File: src/dscr_pkg.sv
package dscr_pkg;

  // Register indices as printed; byte address is four times the index.
  localparam logic [7:0] IDX_MUTE_DEEMPH = 8'h13;
  localparam logic [7:0] IDX_PATH_CFG = 8'h14;
  localparam logic [9:0] ADDR_MUTE_DEEMPH = {IDX_MUTE_DEEMPH, 2'h0};
  localparam logic [9:0] ADDR_PATH_CFG = {IDX_PATH_CFG, 2'h0};

  // Reset values.
  localparam logic [15:0] RST_MUTE_DEEMPH = 16'h0800;
  localparam logic [15:0] RST_PATH_CFG = 16'h4d00;

  // Fields of the mute and de-emphasis register.
  localparam int B_RSVD = 15;
  localparam int B_MASTER_QUIET = 14;
  localparam int B_GAIN_BOOST = 13;
  localparam int B_BLEND_GAIN = 12;
  localparam int B_CH2_QUIET = 11;
  localparam int F_CH2_DEEMPH_LO = 8;
  localparam int F_SHAPER_MODE_LO = 6;
  localparam int B_WCLK_SRC = 5;
  localparam int B_DEEMPH_SRC = 4;
  localparam int B_CH1_QUIET = 3;
  localparam int F_CH1_DEEMPH_LO = 0;

  // Fields of the path configuration register.
  localparam int B_POL_INV = 15;
  localparam int B_SHAPER_ORDER = 14;
  localparam int B_MIX_POS = 13;
  localparam int B_MIX_EN = 12;
  localparam int F_CH2_IN_LO = 10;
  localparam int F_CH1_IN_LO = 8;
  localparam int B_SIL_OVERRULE = 7;
  localparam int B_QDET_EN = 6;
  localparam int F_QCOUNT_LO = 4;
  localparam int B_BASS_SEL = 3;
  localparam int B_BYPASS = 2;
  localparam int F_OVERSAMPLE_INPUT_SEL_LO = 0;

  // AHB transfer type and size codes.
  localparam logic [1:0] HTRANS_NONSEQ = 2'h2;
  localparam logic [1:0] HTRANS_SEQ = 2'h3;
  localparam logic [2:0] HSIZE_WORD = 3'h2;

endpackage : dscr_pkg

File: src/dscr_dac_sound_regs.sv
`timescale 1ns/100ps
module dscr_dac_sound_regs
(
  // Clock and reset.
  input wire logic sys_clk,
  input wire logic nrst,
  // AHB-Lite slave.
  input wire logic hsel,
  input wire logic [31:0] haddr,
  input wire logic [1:0] htrans,
  input wire logic hwrite,
  input wire logic [2:0] hsize,
  input wire logic [31:0] hwdata,
  input wire logic hready,
  output logic [31:0] hrdata,
  output logic hreadyout,
  output logic hresp,
  // Status from the audio path.
  input wire logic wordClockEdgeDetector,
  input wire logic fractionalLockLoop,
  input wire logic streamPreEmphasis,
  // Mute and de-emphasis controls.
  output logic masterQuiet,
  output logic ch1Quiet,
  output logic ch2Quiet,
  output logic shaperQuiet,
  output logic wordClockPresent,
  output logic [2:0] ch1DeemphFilter,
  output logic [2:0] ch2DeemphFilter,
  output logic useStreamDeemph,
  // Gain decisions.
  output logic dacGain6dB,
  output logic mixGainMinus6dB,
  // Path configuration.
  output logic outputPolarityInvert,
  output logic shaperOrderSel,
  output logic mixAfterProcessing,
  output logic mixEnable,
  output logic [1:0] interpCh2InputSel,
  output logic [1:0] interpCh1InputSel,
  output logic silenceOverrule,
  output logic quietDetectorEnable,
  output logic [1:0] quietSampleCount,
  output logic resonantBassSel,
  output logic normalBassEnable,
  output logic interpBypass,
  output logic [1:0] oversampleInputSel
);

  logic [15:0] muteReg_r;
  logic [15:0] muteReg_nxt;
  logic [15:0] pathReg_r;
  logic [15:0] pathReg_nxt;
  logic [31:0] hrdata_r;
  logic [31:0] hrdata_nxt;
  logic wrPend_r;
  logic [9:0] wrAddr_r;

  // Address phase decode; only whole-word writes reach the registers.
  wire logic addrPhase;
  wire logic isWord;
  wire logic [9:0] byteAddr;
  wire logic hitMute;
  wire logic hitPath;
  wire logic takeWrite;
  wire logic takeRead;
  assign addrPhase = hsel && hready && (htrans == dscr_pkg::HTRANS_NONSEQ ||
                     htrans == dscr_pkg::HTRANS_SEQ);
  assign isWord = (hsize == dscr_pkg::HSIZE_WORD);
  assign byteAddr = haddr[9:0];
  assign hitMute = (byteAddr == dscr_pkg::ADDR_MUTE_DEEMPH) &&
                   (haddr[31:10] == 22'h000000);
  assign hitPath = (byteAddr == dscr_pkg::ADDR_PATH_CFG) &&
                   (haddr[31:10] == 22'h000000);
  // Writes outside the two registers must never land, so the full decode
  // gates the pending write rather than the stored low address bits alone.
  assign takeWrite = addrPhase && hwrite && isWord && (hitMute || hitPath);
  assign takeRead = addrPhase && !hwrite;

  // Data phase write; the reserved bit is forced to zero on every store.
  wire logic wrMute;
  wire logic wrPath;
  assign wrMute = wrPend_r && (wrAddr_r == dscr_pkg::ADDR_MUTE_DEEMPH);
  assign wrPath = wrPend_r && (wrAddr_r == dscr_pkg::ADDR_PATH_CFG);
  assign muteReg_nxt = wrMute ? {1'b0, hwdata[14:0]} : muteReg_r;
  assign pathReg_nxt = wrPath ? hwdata[15:0] : pathReg_r;

  // Read data is latched at the address phase so the slave never waits.
  // A read that lands the cycle after a write to the same register would
  // see the old value, so the pending write is forwarded.
  wire logic [15:0] muteView;
  wire logic [15:0] pathView;
  assign muteView = wrMute ? muteReg_nxt : muteReg_r;
  assign pathView = wrPath ? pathReg_nxt : pathReg_r;
  assign hrdata_nxt = !takeRead ? 32'h00000000 :
                      hitMute ? {16'h0000, muteView} :
                      hitPath ? {16'h0000, pathView} : 32'h00000000;

  // Registers and bus state.
  always_ff @(posedge sys_clk)
  begin
    if (!nrst)
    begin
      muteReg_r <= dscr_pkg::RST_MUTE_DEEMPH;
      pathReg_r <= dscr_pkg::RST_PATH_CFG;
      hrdata_r <= 32'h00000000;
      wrPend_r <= 1'b0;
      wrAddr_r <= 10'h000;
    end
    else
    begin
      muteReg_r <= muteReg_nxt;
      pathReg_r <= pathReg_nxt;
      hrdata_r <= hrdata_nxt;
      wrPend_r <= takeWrite;
      wrAddr_r <= byteAddr;
    end
  end

  // Zero wait states and always OKAY; unmapped reads return zero.
  assign hreadyout = 1'b1;
  assign hresp = 1'b0;
  assign hrdata = hrdata_r;

  // Mute controls; the ramp itself lives in the audio path.
  assign masterQuiet = muteReg_r[dscr_pkg::B_MASTER_QUIET];
  assign ch2Quiet = muteReg_r[dscr_pkg::B_CH2_QUIET];
  assign ch1Quiet = muteReg_r[dscr_pkg::B_CH1_QUIET];

  // Word clock presence comes from the selected detector.
  assign wordClockPresent = muteReg_r[dscr_pkg::B_WCLK_SRC] ?
                            fractionalLockLoop :
                            wordClockEdgeDetector;

  // Noise shaper mute mode.
  wire logic [1:0] shaperMode;
  assign shaperMode = muteReg_r[dscr_pkg::F_SHAPER_MODE_LO +: 2];
  assign shaperQuiet = shaperMode[1] ||
                       (shaperMode[0] && !wordClockPresent);

  // De-emphasis: the stream's pre-emphasis flag maps to the 44.1 kHz filter
  // as a neutral default, since the stream carries no rate of its own here.
  wire logic deemphProgrammed;
  wire logic [2:0] streamFilter;
  assign deemphProgrammed = muteReg_r[dscr_pkg::B_DEEMPH_SRC];
  assign useStreamDeemph = !deemphProgrammed;
  assign streamFilter = streamPreEmphasis ? 3'h2 : 3'h0;
  assign ch2DeemphFilter = deemphProgrammed ?
                           muteReg_r[dscr_pkg::F_CH2_DEEMPH_LO +: 3] :
                           streamFilter;
  assign ch1DeemphFilter = deemphProgrammed ?
                           muteReg_r[dscr_pkg::F_CH1_DEEMPH_LO +: 3] :
                           streamFilter;

  // Gain decisions from boost select, mixer enable and blend gain.
  wire logic gainBoost;
  wire logic blendGain;
  assign gainBoost = muteReg_r[dscr_pkg::B_GAIN_BOOST];
  assign blendGain = muteReg_r[dscr_pkg::B_BLEND_GAIN];
  assign mixEnable = pathReg_r[dscr_pkg::B_MIX_EN];
  assign dacGain6dB = gainBoost && !(mixEnable && !blendGain);
  assign mixGainMinus6dB = mixEnable && !blendGain;

  // Path configuration fields.
  assign outputPolarityInvert = pathReg_r[dscr_pkg::B_POL_INV];
  assign shaperOrderSel = pathReg_r[dscr_pkg::B_SHAPER_ORDER];
  assign mixAfterProcessing = pathReg_r[dscr_pkg::B_MIX_POS];
  assign interpCh2InputSel = pathReg_r[dscr_pkg::F_CH2_IN_LO +: 2];
  assign interpCh1InputSel = pathReg_r[dscr_pkg::F_CH1_IN_LO +: 2];
  assign silenceOverrule = pathReg_r[dscr_pkg::B_SIL_OVERRULE];
  assign quietDetectorEnable = pathReg_r[dscr_pkg::B_QDET_EN];
  assign quietSampleCount = pathReg_r[dscr_pkg::F_QCOUNT_LO +: 2];
  assign interpBypass = pathReg_r[dscr_pkg::B_BYPASS];
  assign oversampleInputSel = pathReg_r[dscr_pkg::F_OVERSAMPLE_INPUT_SEL_LO +: 2];

  // Bass boost selection; normal settings are gated off in resonant mode.
  assign resonantBassSel = pathReg_r[dscr_pkg::B_BASS_SEL];
  assign normalBassEnable = !resonantBassSel;

endmodule : dscr_dac_sound_regs

File: config.mk
export PLATFORM = sky130hd
export DESIGN_NAME = dscr_dac_sound_regs
export DESIGN_NICKNAME = d
export VERILOG_FILES = /design/src/dscr_pkg.sv /design/src/dscr_dac_sound_regs.sv
export SDC_FILE = /design/constraint.sdc
export NUM_CORES = 1
export LEC_CHECK = 0
export BUFFER_PORTS_ARGS = -buffer_cell sky130_fd_sc_hd__buf_4
export CAP_MARGIN = 20
export CORE_UTILIZATION = 47
export CTS_CLUSTER_SIZE = 10
export DETAILED_ROUTE_END_ITERATION = 6
export MAX_ROUTING_LAYER = met4
export PLACE_DENSITY = 0.89
export SLEW_MARGIN = 25
export SYNTH_ARGS = -nofsm -noshare
export SYNTH_HDL_FRONTEND = slang
export SYNTH_SLANG_ARGS = --single-unit
File: constraint.sdc
create_clock -name sys_clk -period 1.9 [get_ports sys_clk]
set_input_delay 0.19 -clock sys_clk [delete_from_list [all_inputs] [get_ports sys_clk]]
set_output_delay 0.19 -clock sys_clk [all_outputs]
set_load 0.02 [all_outputs]
==> out/qor.yml, run 1 <==
status: "complete, no violations"
postSynthRegisterBits: 59
rsz0062_at_grt: "yes"
ys_warn_count: 0
synth_area_um2: 3050
dieWidth_um: 82.5
num_rows: 28
synth_area_leaders: "dfxtp_1 39%, o31ai_2 12%, nand4_1 7.0%"
p_clk_share_pct: 41.4
finalMaxSlewViolations: 0
die_h_um: 82.5
coreArea_um2: 6100
r2r_setup_slack_ps: 20
grt_pass1_vias: 2980
vdd_ir_drop_max_mv: 0.427
cp-start-kind: "flip-flop"
dp_cells: 476
leakage_nw: 1.54
cap_violations: 0
final_area_um2: 4170
antenna_found_initial: 0
layout_commonest_cell: "buf_4"
cts_tree: "done"
setup_slack_ps: 20.5
worstSetupPathType: "flip-flop to flip-flop"
max_slew.worst_pin.slew_ps: 770
vias: 3102
final_antenna_net_count: 0
fin_nets: 489
grt_max_degree: 34
yosysUniqueCellTypes: 37
crit_required_ps: 2130
cts_max_path_buffers: 2
drt-total-wl_um: 9270
slew_headroom_pct: 48.5
fillers: 455
synth-edff-count: 0
fin_crit_sh_pct: 98.9
syn-instance-count: 307
cellPowerDensity_nw_per_um2: 628
cts_hold_buf: 0
syn_to_final_growth_pct: 36.9
wire_per_inst_um: 18.8
pre_cts_ws_ps: -16.4
synth_area_per_cell_um2: 9.93
hpwl_um: 6020
p_int_mw: 1.99
placed_area_um2: 3890
clockRootBuffer: "clkbuf_8"
grt_pass1_wl_um: 13900
finClkSkew_ps: 4.94
period_needed_ps: 1880
p_comb_share_pct: 10.6
min_path_type: "input port to flip-flop"
end_kind: "flip-flop"
max_freq_mhz: 532
drc: 0
firstDrtPassIters: 5
gp_congestion: 0.799
regArea_um2: 1180
p_seq_share_pct: 48.0
avgViaCountPerCell: 6.30
finalSetupViolations: 0
switching_share_pct: 24.1
synth_area_leader_cell: "dfxtp_1"
insertion_delay_ps: 330
initial_core_util_pct: 50.0
final-hold-violation-count: 0
clkTransAtPathRegs_ps: 60
io_pins: 142
grt_use_total_pct: 27.9
synth_top_cell_area_share_pct: 38.8
cts_setup_buffers: 0
portBuffers: 106
ys_seq_area_share_pct: 38.8
worstPathArrival_ps: 2110
cts_inserted_buffers: 9
p_switching_mw: 0.632
synth_flop_cell: "dfxtp_1"
mostFrequentLayoutCells: "120 x buf_4, 59 x dfxtp_1, 34 x nand4_1"
synth-async-reset-ratio_pct: 0
first_iter_violations: 427
n_antenna_cell: 0
die-area_um2: 6810
cts_max_level: 3
ctsResizeCount: 5
grt-ovfl-total: 0
multi_input_area_um2: 1660
clock-sinks: 59
path_max_fanout: 15
drive_gt1_share_pct: 43.9
final_cells: 492
## power groups by stage
stage	sequential, mW	combinational (mW)	clock, mW
after floorplan	1.28	0.150	0
after global placement	1.28	0.263	0
after detailed placement	1.28	0.267	0
after CTS	1.26	0.270	1.09
after global routing	1.26	0.291	1.14
final	1.26	0.278	1.08
## metal layers
metal / wire length, um / track usage, % / share of wire (%)
met3: 859 / 4.73 / 9.3
met2: 4530 / 45.3 / 49
met1: 3590 / 32.3 / 39
met4: 293 / 17.1 / 3.2
met5: 0 / - / 0
## sequential cells by signal, summed over array words and instances (netlist names)
signal and count:
wrAddr_r 10, wrPend_r 1, hrdata 16, pathReg_r 16, muteReg_r 16
## cells in the mapped netlist (8+ instances only)
master and instances:
a21oi_1 25, buf_2 15, a2111oi_1 14, clkbuf_1 8, dfxtp_1 59, buf_4 18
and2_1 14, o21a_1 16, a2111oi_0 18, nand4_1 34, o31ai_2 29
## path summary, 6_finish.rpt
path,startpoint,to,cells after the start
setup / recovery,wrAddr_r[7],hrdata[1],5
hold / removal,haddr[6],wrAddr_r[6],2
setup reg to reg,wrAddr_r[7],hrdata[1],5
hold reg to reg,muteReg_r[15],muteReg_r[15],2
## critical path, stage by stage, from the launching register on
cell and delay, ps:
dfxtp_1 310, or4b_4 580, buf_6 210, o31ai_2 300, a2111oi_0 150, o21a_1 220
## metrics by stage
step	utilization, %	hold slack, ps	power [mW]	TNS, ps
finish	68.5	62.5	2.62	0
detailed placement	63.9	402	1.55	-50.7
floorplan	-	312	1.43	0
global route	68.5	70.9	2.69	-132
global placement	63.9	401	1.54	0
CTS	67.3	59.2	2.61	0
## cells by family (layout without fill, tap and decap cells)
family	Yosys count	in the layout	synth area share [%]
compound gates	107	107	31.0
buf+inv	54	148	12.0
flops	59	59	38.8
mux	1	1	0.369
other cells	2	18	0.246
simple gates	84	84	17.7
## cell type report
class / count / area share [%]
multi-input combinational: 210 / 39.7
sequential: 59 / 28.3
timing repair buffer: 128 / 24.8
clock buffer: 15 / 4.47
tap: 75 / 2.25
inverter: 4 / 0.360
clock inverter: 1 / 0.120
(Power assumes the default switching activity.)
==> inputs of run 2 (changes only) <==
--- a/config.mk
+++ b/config.mk
@@ -5,13 +5,14 @@
 export SDC_FILE = /design/constraint.sdc
 export NUM_CORES = 1
 export LEC_CHECK = 0
+export ABC_AREA = 1
 export BUFFER_PORTS_ARGS = -buffer_cell sky130_fd_sc_hd__buf_4
 export CAP_MARGIN = 20
-export CORE_UTILIZATION = 47
+export CORE_UTILIZATION = 45
 export CTS_CLUSTER_SIZE = 10
 export DETAILED_ROUTE_END_ITERATION = 6
 export MAX_ROUTING_LAYER = met4
-export PLACE_DENSITY = 0.89
+export PLACE_DENSITY = 0.87
 export SLEW_MARGIN = 25
 export SYNTH_ARGS = -nofsm -noshare
 export SYNTH_HDL_FRONTEND = slang
==> out/qor.yml, run 2 <==
synth_top_family_by_area: "simple AND/OR/NAND/NOR gates"
synth_area_um2: 2790
setup_slack_ps: 289
p_int_mw: 2.06
clockRootBuffer: "clkbuf_8"
p_switching_mw: 0.592
synth_top_cell_area_share_pct: 42.4
cts_tree: "done"
synth-xor-area-share_pct: 0
whs_ps: 53.2
firstDrtPassIters: 4
drc: 0
vdd_ir_drop_max_mv: 0.361
path_max_fanout: 16
portBuffers: 106
syn_to_final_growth_pct: 34.5
insertion_delay_ps: 330
avgViaCountPerCell: 4.95
vias: 2786
grt_pass1_wl_um: 11100
first_iter_violations: 141
finalSetupViolations: 0
fin_nets: 560
fin_crit_sh_pct: 84.8
die_h_um: 80.7
finClkSkew_ps: 8.82
ctsResizeCount: 0
end_kind: "flip-flop"
synth_most_common_cell: "nand2_1"
hpwl_um: 5050
worstPathArrival_ps: 1830
io_pins: 142
synth-edff-count: 0
crit_required_ps: 2120
clock-sinks: 59
synthTopCellsByCount: "119 x nand2_1, 59 x dfxtp_1, 40 x nand3_1"
p_clk_share_pct: 44.5
status: "complete, no violations"
postSynthRegisterBits: 59
synth_compound_area_share_pct: 9.15
rsz0062_at_grt: "no"
cap_violations: 0
final-hold-violation-count: 0
power_mw: 2.65
grt_pass1_vias: 2581
mostFrequentLayoutCells: "119 x nand2_1, 112 x buf_4, 59 x dfxtp_1"
cts_setup_buffers: 0
num_rows: 28
r2r_setup_slack_ps: 290
die-area_um2: 6520
grt_use_total_pct: 23.1
synth_simple_gate_area_share_pct: 34.9
ys_seq_area_share_pct: 42.4
leakage_nw: 1.87
cts_inserted_buffers: 9
period_needed_ps: 1610
worstSetupPathType: "flip-flop to flip-flop"
layout_commonest_cell: "nand2_1"
final_antenna_net_count: 0
initial_core_util_pct: 46.8
synth.area.mux_share_pct: 0.404
ys_warn_count: 0
synth_area_per_cell_um2: 7.40
yosysUniqueCellTypes: 27
drt-total-wl_um: 6990
pre_cts_ws_ps: 331
cts_hold_buf: 0
synth_fa_ha_area_share_pct: 0
fin_setup_tns_ps: 0
final_core_util_pct: 63.0
synth_flop_cell: "dfxtp_1"
max_freq_mhz: 621
finalMaxSlewViolations: 0
grt_max_degree: 28
switching_share_pct: 22.3
antenna_found_initial: 0
n_antenna_cell: 0
p_seq_share_pct: 47.3
wire_per_inst_um: 12.4
dieWidth_um: 80.7
cts_max_level: 3
gp_congestion: 0.815
p_comb_share_pct: 8.1
coreArea_um2: 5960
synth_area_leaders: "dfxtp_1 42%, nand2_1 16%, nand3_1 7.2%"
grt-ovfl-total: 0
synth-async-reset-ratio_pct: 0
synth_area_leader_cell: "dfxtp_1"
syn-instance-count: 377
cts_max_path_buffers: 2
clkTransAtPathRegs_ps: 60
drive_gt1_share_pct: 33.6
cellPowerDensity_nw_per_um2: 706
cp-start-kind: "flip-flop"
min_path_type: "input port to flip-flop"
-- run 2: cell count changes after synthesis, moves of 10 or more --
cell       previous run  this run
a21oi_2               0        10
nand2_1               6       119
nand3_1               5        40
buf_2                15         5
nor2_1                4        23
a2111oi_0            18         0
nand4_1              34         0
and2_1               14         1
o31ai_2              29         0
o21a_1               16         0
a2111oi_1            14         0
nand2_2               0        10
inv_1                 3        28
-- run 2: per-layer routing --
| metal | global-route usage (%) | up-vias | wire [um] |
|---|---|---|---|
| met3 | 6.59 | 16 | 543 |
| li1 | - | 1369 | - |
| met4 | 12.7 | 0 | 176 |
| met2 | 38.1 | 111 | 3540 |
| met5 | - | - | 0 |
| met1 | 25.0 | 1290 | 2730 |
-- run 2: through the flow --
step | instance area, um2 | instances
floorplan | 2850 | 393
global placement | 3540 | 547
detailed placement | 3540 | 547
CTS | 3750 | 563
global route | 3750 | 563
finish | 3750 | 563
-- run 2: layout make-up --
| cell class | instances | area, um2 |
|---|---|---|
| Clock buffer | 12 | 165 |
| Clock inverter | 4 | 47.5 |
| Fill cell | 530 | 2200 |
| Inverter | 31 | 116 |
| Multi-Input combinational cell | 270 | 1310 |
| Sequential cell | 59 | 1180 |
| Tap cell | 75 | 93.8 |
| Timing Repair Buffer | 112 | 841 |
-- run 2: cell families (layout without fill, tap and decap cells) --
family / Yosys count / after routing
AND/OR/NAND/NOR: 208 / 208
buffers and inverters: 64 / 159
flip-flops: 59 / 59
AO/OA/AOI/OAI: 43 / 43
other: 2 / 18
multiplexers: 1 / 1
-- run 2: power groups by stage --
stage          Combinational [mW]  Sequential, mW  Clock (mW)
6_report                    0.216            1.25        1.18
3_5_place_dp                0.214            1.28           0
4_1_cts                     0.215            1.25        1.19
3_3_place_gp                0.209            1.28           0
2_1_floorplan               0.122            1.28           0
5_1_grt                     0.235            1.25        1.26
-- run 2: worst max-delay path, stage by stage (launching register included) --
cell	delay [ps]
dfxtp_1	330
nand2_1	80
nor3_4	350
nand2_2	320
nand2_1	190
nand2_1	80
nand2_1	80
a21oi_2	50
-- run 2: final timing paths --
| check | endpoint | start | cells past startpoint |
|---|---|---|---|
| worst min-delay path | wrAddr_r[5] | haddr[5] | 3 |
| worst max-delay path | hrdata[3] | wrAddr_r[2] | 7 |
| worst min register to register | muteReg_r[15] | muteReg_r[15] | 2 |
| worst max register to register | hrdata[3] | wrAddr_r[2] | 7 |
